--- src/rtl/tgd_pkg.sv ---
package tgd_pkg;

   // number of byte registers in the table
   localparam int TGD_NREG = 32;

   // byte offsets of the table registers, index order
   localparam logic [7:0] TGD_OFS [TGD_NREG] = '{
      8'hC6, 8'hC7, 8'hC8, 8'hC9, 8'hCA, 8'hCB, 8'hCC, 8'hCD,
      8'hCE, 8'hCF, 8'hD0, 8'hD1, 8'hDC, 8'hDD, 8'hDE, 8'hDF,
      8'hE0, 8'hE1, 8'hE2, 8'hE3, 8'hE4, 8'hE5, 8'hE6, 8'hE7,
      8'hE8, 8'hE9, 8'hEA, 8'hEB, 8'hEC, 8'hED, 8'hEE, 8'hEF};

   // reset values, index order
   localparam logic [7:0] TGD_RST [TGD_NREG] = '{
      8'h00, 8'h00, 8'h00, 8'h00, 8'h00, 8'h00, 8'h00, 8'h00,
      8'h00, 8'h00, 8'h00, 8'h00, 8'h00, 8'h00, 8'h00, 8'h44,
      8'h02, 8'h04, 8'h06, 8'h08, 8'h10, 8'h19, 8'h1F, 8'h04,
      8'h02, 8'h1F, 8'h04, 8'h02, 8'h08, 8'h10, 8'h18, 8'h53};

   // implemented bits; reserved bits store and read as zero
   localparam logic [7:0] TGD_MASK [TGD_NREG] = '{
      8'hFF, 8'hFF, 8'hFF, 8'hFF, 8'hFF, 8'hFF, 8'hFF, 8'hFF,
      8'hFF, 8'hFF, 8'hFF, 8'hFF, 8'hFF, 8'hFF, 8'hFF, 8'hFF,
      8'h1F, 8'h1F, 8'h1F, 8'h0F, 8'h1F, 8'h1F, 8'hFF, 8'h3F,
      8'h1F, 8'hFF, 8'h3F, 8'h1F, 8'h1F, 8'h1F, 8'h1F, 8'hFF};

   // register indices
   localparam int TGD_I_OSC1_COEF = 0;
   localparam int TGD_I_OSC2_COEF = 2;
   localparam int TGD_I_ON_TIME = 4;
   localparam int TGD_I_OFF_TIME = 8;
   localparam int TGD_I_RING = 12;
   localparam int TGD_I_TX_GAIN = 13;
   localparam int TGD_I_RX_GAIN = 14;
   localparam int TGD_I_GAIN_HI = 15;
   localparam int TGD_I_STEP_NR = 16;
   localparam int TGD_I_STEP_RG = 19;
   localparam int TGD_I_SKIP_NR = 22;
   localparam int TGD_I_SKIP_RG = 25;
   localparam int TGD_I_MARK = 28;
   localparam int TGD_I_FINE = 31;

   // extra control and status registers
   localparam logic [7:0] TGD_ADDR_OSC_CTRL = 8'hD2;
   localparam logic [7:0] TGD_ADDR_OSC_STAT = 8'hD3;
   localparam logic [1:0] TGD_OSC_CTRL_RST = 2'h0;

   // field counts and widths
   localparam int TGD_NOSC = 2;
   localparam int TGD_NSET = 3;
   localparam int TGD_STEP_W = 5;
   localparam int TGD_SKIP_W = 8;
   localparam int TGD_MARK_W = 5;
   localparam int TGD_RING_W = 6;
   localparam int TGD_GAIN_W = 12;
   localparam int TGD_NIB_W = 4;

   // cadence tick: 125 us at a 100 ns clock
   localparam int TGD_TICK_NS = 125000;
   localparam int TGD_CLK_NS = 100;
   localparam int TGD_TICK_CYC = (TGD_TICK_NS + TGD_CLK_NS - 1) / TGD_CLK_NS;

endpackage : tgd_pkg

--- src/rtl/tgd_cadence_timer.sv ---
`timescale 1ns/1ps
module tgd_cadence_timer
   import tgd_pkg::*;
#(
   parameter int TW = 16
) (
   input wire logic clk,
   input wire logic rst_n,
   input wire logic enable,
   input wire logic tick,
   input wire logic [TW-1:0] active_time,
   input wire logic [TW-1:0] inactive_time,
   output logic tone_on
);

   // cadence phases
   typedef enum logic [1:0] {ST_IDLE, ST_ACTIVE, ST_INACTIVE, ST_DONE} tgd_phase_t;

   tgd_phase_t state_r; // current phase
   logic [TW-1:0] count_r; // ticks spent in the phase
   logic [TW-1:0] cnt_inc; // count plus one
   logic on_end; // active phase expires on this tick
   logic off_end; // inactive phase expires on this tick

   assign cnt_inc = count_r + {{(TW-1){1'b0}}, 1'b1};
   assign on_end = tick && (active_time != '0) && (cnt_inc >= active_time);
   assign off_end = tick && (cnt_inc >= inactive_time);

   // phase sequencer; a zero time disables that timer
   always_ff @(posedge clk) begin
      if (!rst_n) begin
         state_r <= ST_IDLE;
         count_r <= '0;
         tone_on <= 1'b0;
      end else if (!enable) begin
         state_r <= ST_IDLE;
         count_r <= '0;
         tone_on <= 1'b0;
      end else begin
         unique case (state_r)
            ST_IDLE: begin
               state_r <= ST_ACTIVE;
               count_r <= '0;
               tone_on <= 1'b1;
            end
            ST_ACTIVE: begin
               // zero active time: timer off, output stays on
               if (on_end && (inactive_time == '0)) begin
                  state_r <= ST_DONE;
                  tone_on <= 1'b0;
               end else if (on_end) begin
                  state_r <= ST_INACTIVE;
                  count_r <= '0;
                  tone_on <= 1'b0;
               end else if (tick && (active_time != '0)) begin
                  count_r <= cnt_inc;
               end
            end
            ST_INACTIVE: begin
               if (off_end || (inactive_time == '0)) begin
                  state_r <= ST_ACTIVE;
                  count_r <= '0;
                  tone_on <= 1'b1;
               end else if (tick) begin
                  count_r <= cnt_inc;
               end
            end
            ST_DONE: begin
               // one burst only; re-arm by dropping enable
               tone_on <= 1'b0;
            end
         endcase
      end
   end
endmodule : tgd_cadence_timer

--- src/rtl/tgd_regs.sv ---
`timescale 1ns/1ps
// Contract
// - osc2 coefficient 18 bits, lsbs in ring register
// - osc1 coefficient 16 bits, low then high
// - active/inactive times 16 bits, 125 us steps
// - zero time disables that cadence timer
// - 6-bit ring dc offset, 1.484 V steps
// - 12-bit gains, 0x400 unity, shared high nibbles
// - three step sizes, separate ringing set
// - three skip periods, separate ringing set
// - level marks and fine region, 1.484 V units
// - fine register holds loop filter constant
module tgd_regs
   import tgd_pkg::*;
(
   input wire logic clk,
   input wire logic rst_n,
   input wire logic [7:0] addr,
   input wire logic [7:0] wdata,
   input wire logic wr_en,
   input wire logic rd_en,
   output logic [7:0] rdata,
   input wire logic ringing_state,
   output logic [15:0] osc1_frequency_coef,
   output logic [17:0] osc2_frequency_coef,
   output logic [TGD_NOSC-1:0] osc_tone_on,
   output logic [TGD_RING_W-1:0] ring_offset_value,
   output logic [TGD_GAIN_W-1:0] tx_gain,
   output logic [TGD_GAIN_W-1:0] rx_gain,
   output logic [TGD_NSET*TGD_STEP_W-1:0] dcdc_step_size,
   output logic [TGD_NSET*TGD_SKIP_W-1:0] dcdc_skip_period,
   output logic [TGD_NSET*TGD_MARK_W-1:0] dcdc_level_mark,
   output logic [3:0] fine_adjust_region,
   output logic [3:0] loop_sense_filter_constant
);

   // table storage, one byte per register
   logic [7:0] reg_r [TGD_NREG];

   // per-register address match
   logic [TGD_NREG-1:0] hit_w;

   // extra control: oscillator enables
   logic [TGD_NOSC-1:0] osc_en_r;

   // decode of the extra registers
   wire ctrl_hit = (addr == TGD_ADDR_OSC_CTRL);
   wire stat_hit = (addr == TGD_ADDR_OSC_STAT);

   // timer outputs, raw from the cadence timers
   logic [TGD_NOSC-1:0] tone_w;

   // shared 125 us tick
   logic [$clog2(TGD_TICK_CYC)-1:0] pre_r;
   logic tick_r;

   // read path
   logic [7:0] tbl_rd;
   wire [7:0] rd_mux;

   // selected dc/dc step and skip sets, registered; level marks straight from registers
   logic [TGD_NSET*TGD_STEP_W-1:0] step_r;
   logic [TGD_NSET*TGD_SKIP_W-1:0] skip_r;
   logic [TGD_NSET*TGD_STEP_W-1:0] step_sel;
   logic [TGD_NSET*TGD_SKIP_W-1:0] skip_sel;
   logic [TGD_NSET*TGD_MARK_W-1:0] mark_w;

   localparam logic [$clog2(TGD_TICK_CYC)-1:0] PRE_LAST =
      ($clog2(TGD_TICK_CYC))'(TGD_TICK_CYC - 1);

   // register cells; write stores only implemented bits
   for (genvar i = 0; i < TGD_NREG; i++) begin : g_reg
      assign hit_w[i] = (addr == TGD_OFS[i]);
      always_ff @(posedge clk) begin
         if (!rst_n) begin
            reg_r[i] <= TGD_RST[i];
         end else if (wr_en && hit_w[i]) begin
            reg_r[i] <= wdata & TGD_MASK[i];
         end
      end
   end

   // enable register write
   always_ff @(posedge clk) begin
      if (!rst_n) begin
         osc_en_r <= TGD_OSC_CTRL_RST;
      end else if (wr_en && ctrl_hit) begin
         osc_en_r <= wdata[TGD_NOSC-1:0];
      end
   end

   // table read mux; addresses are distinct so an or-tree is enough
   always_comb begin
      tbl_rd = 8'h00;
      for (int j = 0; j < TGD_NREG; j++) begin
         tbl_rd = tbl_rd | (hit_w[j] ? reg_r[j] : 8'h00);
      end
   end

   // unmapped addresses read as zero
   assign rd_mux = ctrl_hit ? {{(8-TGD_NOSC){1'b0}}, osc_en_r} :
                   stat_hit ? {{(8-TGD_NOSC){1'b0}}, osc_tone_on} :
                   tbl_rd;

   // read data valid only in the cycle after the strobe
   always_ff @(posedge clk) begin
      if (!rst_n) begin
         rdata <= 8'h00;
      end else begin
         rdata <= rd_en ? rd_mux : 8'h00;
      end
   end

   // 125 us prescaler shared by both timers
   always_ff @(posedge clk) begin
      if (!rst_n) begin
         pre_r <= '0;
         tick_r <= 1'b0;
      end else begin
         pre_r <= (pre_r == PRE_LAST) ? '0 : pre_r + 1'b1;
         tick_r <= (pre_r == PRE_LAST);
      end
   end

   // cadence timers, one per oscillator
   for (genvar k = 0; k < TGD_NOSC; k++) begin : g_osc
      tgd_cadence_timer #(
         .TW(16)
      ) u_timer (
         .clk(clk),
         .rst_n(rst_n),
         .enable(osc_en_r[k]),
         .tick(tick_r),
         .active_time({reg_r[TGD_I_ON_TIME+2*k+1], reg_r[TGD_I_ON_TIME+2*k]}),
         .inactive_time({reg_r[TGD_I_OFF_TIME+2*k+1], reg_r[TGD_I_OFF_TIME+2*k]}),
         .tone_on(tone_w[k])
      );
   end

   // ringing set chosen when the line is ringing
   for (genvar s = 0; s < TGD_NSET; s++) begin : g_set
      assign step_sel[s*TGD_STEP_W +: TGD_STEP_W] = ringing_state ?
         reg_r[TGD_I_STEP_RG+s][TGD_STEP_W-1:0] :
         reg_r[TGD_I_STEP_NR+s][TGD_STEP_W-1:0];
      assign skip_sel[s*TGD_SKIP_W +: TGD_SKIP_W] = ringing_state ?
         reg_r[TGD_I_SKIP_RG+s] : reg_r[TGD_I_SKIP_NR+s];
      assign mark_w[s*TGD_MARK_W +: TGD_MARK_W] =
         reg_r[TGD_I_MARK+s][TGD_MARK_W-1:0];
   end

   // registering the selection keeps outputs glitch-free on state change
   always_ff @(posedge clk) begin
      if (!rst_n) begin
         step_r <= '0;
         skip_r <= '0;
         osc_tone_on <= '0;
      end else begin
         step_r <= step_sel;
         skip_r <= skip_sel;
         osc_tone_on <= tone_w;
      end
   end

   // coefficient assembly straight from register bits
   assign osc1_frequency_coef = {reg_r[TGD_I_OSC1_COEF+1], reg_r[TGD_I_OSC1_COEF]};
   assign osc2_frequency_coef = {reg_r[TGD_I_OSC2_COEF+1], reg_r[TGD_I_OSC2_COEF],
                                 reg_r[TGD_I_RING][7:6]};

   // ring dc offset in the low six bits
   assign ring_offset_value = reg_r[TGD_I_RING][TGD_RING_W-1:0];

   // tx nibble low, rx nibble high in the shared register
   assign tx_gain = {reg_r[TGD_I_GAIN_HI][TGD_NIB_W-1:0], reg_r[TGD_I_TX_GAIN]};
   assign rx_gain = {reg_r[TGD_I_GAIN_HI][7:TGD_NIB_W], reg_r[TGD_I_RX_GAIN]};

   // dc/dc tuning outputs
   assign dcdc_step_size = step_r;
   assign dcdc_skip_period = skip_r;
   assign dcdc_level_mark = mark_w;
   assign fine_adjust_region = reg_r[TGD_I_FINE][3:0];
   assign loop_sense_filter_constant = reg_r[TGD_I_FINE][7:4];
endmodule : tgd_regs

--- config.mk ---
export PLATFORM = sky130hd
export DESIGN_NAME = tgd_regs
export DESIGN_NICKNAME = d
export VERILOG_FILES = /design/src/rtl/tgd_pkg.sv /design/src/rtl/tgd_cadence_timer.sv /design/src/rtl/tgd_regs.sv
export SDC_FILE = /design/constraint.sdc
export NUM_CORES = 1
export LEC_CHECK = 0
export BUFFER_PORTS_ARGS = -buffer_cell sky130_fd_sc_hd__clkbuf_2
export CORE_UTILIZATION = 50
export DETAILED_ROUTE_END_ITERATION = 10
export PLACE_DENSITY = 0.69
export SYNTH_ARGS = -nofsm -noshare
export SYNTH_HDL_FRONTEND = slang
export SYNTH_SLANG_ARGS = --single-unit
export TNS_END_PERCENT = 10
--- constraint.sdc ---
create_clock -name clk -period 4.5 [get_ports clk]
set_input_delay 0.225 -clock clk [delete_from_list [all_inputs] [get_ports clk]]
set_output_delay 0.225 -clock clk [all_outputs]
set_load 0.005 [all_outputs]
==> key figures <==
Timing
  • Max Transition Viols Final: 0
  • Worst-Margin Slew: 1310 ps
  • Slew HR: 12.9%
  • Hold Fails Final Rpt: 0
  • Setup violations, final: 0
  • Max Clk Rate: 237 MHz
  • Final setup TNS: 0 ps
  • Skew final: 11.1 ps
  • RSZ-0062 raised after global routing: no
  • Final Cycle Share: 93.7%
  • Min cycle time layout: 4220 ps

Logic synthesis
  • Seq/Total Area, Yosys: 51.9%
  • Netlist cell types: 73
  • Post-synthesis async set-or-reset flop share: 0%
  • Most used DFF post-synth: edfxtp_1
  • Synth Cell Area: 16,300 um2
  • Yosys warnings: 0
  • Yosys reg bits: 314
  • Post-Synthesis Cells: 1,560
  • Post-synth EDFFs: 218
  • Syn Area/Cell: 10.5 um2

Drt
  • Per-cell routed wire length: 24.0 um
  • DRT iter0 DRCs: 1,773
  • Via density: 6.27
  • Routed via count: 13,350
  • Final ANT Viol Nets: 0
  • Drt drc: 0
  • Post-Route WL: 51,000 um
  • 1st-pass router iterations: 8

Clock tree
  • Clock Sinks: 314
  • CTS Hold Bufs: 0
  • Cts bufs inserted: 35
  • Number of setup buffers added after CTS: 0
  • Root buffer cell: clkbuf_16
  • CTS H-tree depth: 2
  • Clock transition at the registers of the reported paths: 60 ps
  • Maximum buffer depth of the clock tree: 3
  • Clk_lat worst skew: 530 ps
  • CTS tree: built
  • CTS resizes: 0

Critical path
  • Top cell by count, worst path: and3_1
  • CP Launch Type: flop
  • WP data required: 4910 ps
  • Crit-path max FO: 11
  • Largest stage delay on the critical path: 390 ps
  • Crit-path slowest cell: dfxtp_2
  • Kind of critical path: flop to flop
  • CP endpoint kind: flop
  • CP arrival: 4630 ps
  • Cell Chain, Critical Path: ha_1, and3_1, and3_1, and3_1, and3_1, nand3_1, nor2_1, xor2_1, ha_1, nand2_1, nor2_1, a211oi_2, nor3b_1, a211oi_2, and2_2, o31ai_2, mux2_2

Worst hold path
  • Hold Path Class: input port to flop

Placed design
  • DP Wirelength: 35,800 um
  • Routability cong.: 0.950
  • # placed instances: 2,067
  • I/O Buffers: 151

Global routing
  • GRT Util Overall: 30.1%
  • Vias in the first global route: 12,256
  • Congestion Overflow GR: 0
  • Initial antenna violation count: 1
  • Largest net degree at the start of global routing: 147
  • Global-route wire length before repair: 75,300 um

Power
  • Leak: 7.90 nW
  • Power per Cell Area: 351 nW/um2
  • Maximum vdd drop: 301 uV

Final layout
  • Multi-input gate area: 7170 um2
  • Non-Filler Instances: 2,130
  • NumNets Final: 1,766
  • Reg area: 8470 um2
  • Commonest non-fill, non-tap cell in the layout: edfxtp_1
  • Antenna cells: 0
  • # fillers: 2,760
  • Most frequent cells in the layout: edfxtp_1 (218), and3_1 (167), clkbuf_2 (151)
  • Synth-to-Final Area Change: 13.2%
  • Layout cells sized above 1: 14.8%

Floorplan
  • Ports: 157
  • Chip width: 183 um
  • Initial Util: 51.3%
  • FP Rows: 65
  • Die Area: 33,400 um2
  • Core Area: 31,800 um2
  • Vert. Die Dim: 183 um

Status
  • Status: finished, final reports clean

Flow run
  • Max cap viols: 0
-- critical path: cells and delay by family (launching register included) --
kind,cells,cell delay [ps]
compound gates,3,570
xor+xnor,1,250
fa+ha+maj,2,430
flops,1,390
mux,1,280
simple gates,10,2160
-- metal layers --
metal,wire [um],GRT usage [%],vias to the layer above
met5,13,0,-
met4,1750,10.9,2
met3,6340,6.77,123
met2,22600,45.8,900
met1,20300,42.2,6363
li1,-,-,5962
-- sequential cells by signal, summed over array words and instances, names as in the netlist --
| name | count |
|---|---|
| dcdc_skip_period | 19 |
| dcdc_step_size | 15 |
| g_osc.u_timer.count_r | 32 |
| g_osc.u_timer.state_r | 4 |
| g_osc.u_timer.tone_on | 2 |
| osc_en_r | 2 |
| osc_tone_on | 2 |
| pre_r | 11 |
| rdata | 8 |
| reg_r | 218 |
| tick_r | 1 |
-- cells in the mapped netlist, drive strengths merged, types with 3 or more instances --
cell type	n	area share, %
nand4b	5	0.27
a21o	16	0.74
nor2	83	1.9
o21ai	30	0.94
nand2b	30	1.2
buf	14	0.51
and3	167	6.4
a22oi	38	1.7
nor3b	11	0.57
nor4	19	0.77
a211oi	12	0.58
a2111oi	3	0.28
o211ai	4	0.21
or3	8	0.31
a31oi	10	0.38
xor2	20	1.1
a221o	4	0.25
nand4	20	0.77
nand2	130	3.0
o31ai	11	0.51
a32oi	6	0.32
nor3	24	0.74
a21oi	48	1.5
mux2	4	0.28
xnor2	16	0.86
o2bb2ai	3	0.16
or4	8	0.37
clkbuf	93	2.1
nand3b	4	0.18
mux4	3	0.41
dfxtp	96	12
or2	6	0.23
nand3	53	1.6
o22ai	4	0.15
a22o	12	0.64
nor2b	41	1.6
ha	76	5.8
and2	47	1.8
a221oi	12	0.64
a222oi	16	0.98
inv	75	1.7
edfxtp	218	40
mux2i	36	2.2
-- final timing paths --
kind | endpoint | slack (ps) | cells past startpoint | start
setup / recovery | g_osc[1].u_timer.count_r[11]$_SDFFE_PN0P_ | 280 | 17 | g_osc[1].u_timer.count_r[0]$_SDFFE_PN0P_
hold / removal | rdata[0]$_SDFF_PN0_ | 40 | 3 | rd_en
setup reg to reg | g_osc[1].u_timer.count_r[11]$_SDFFE_PN0P_ | 280 | 17 | g_osc[1].u_timer.count_r[0]$_SDFFE_PN0P_
hold reg to reg | pre_r[0]$_SDFF_PP0_ | 480 | 1 | pre_r[0]$_SDFF_PP0_
-- report_power, final --
part	leakage [nW]	internal (mW)	total (mW)	switching [mW]
Combinational	4.51	0.124	0.388	0.264
Clock	0.525	1.60	2.76	1.17
Sequential	2.87	3.21	3.34	0.123
-- cell type report --
cell class                      count  area share, %
Sequential cell                   314           45.8
Multi-Input combinational cell   1068           38.8
Clock buffer                       51           5.18
Timing Repair Buffer              175           5.06
Tap cell                          435           2.95
Inverter                           75           1.52
Clock inverter                     12          0.657
-- logic make-up (layout without fill, tap and decap cells) --
kind of cell	count (synthesis)	in the layout	synth area share, %
AND/OR/NAND/NOR	659	659	21.8
XOR/XNOR	36	36	1.93
other	1	5	0.0230
multiplexers	43	43	2.90
adder cells (fa/ha/maj)	76	76	5.83
buffers and inverters	182	313	4.38
AO/OA/AOI/OAI	249	249	11.2
flip-flops	314	314	51.9
-- through the flow --
step                util, %  hold WS [ps]  total power [mW]  cell area, um2  worst slack [ps]
CTS                    58.1          31.2              6.48           18500              19.9
floorplan                 -           381              3.54           16300               673
global placement       54.7           459              3.76           17400               319
detailed placement     54.7           465              3.77           17400               167
finish                 58.1          44.0              6.49           18500               284
global route           58.1          35.2              6.64           18500              1.61
Power figures use the tool's default switching activity.
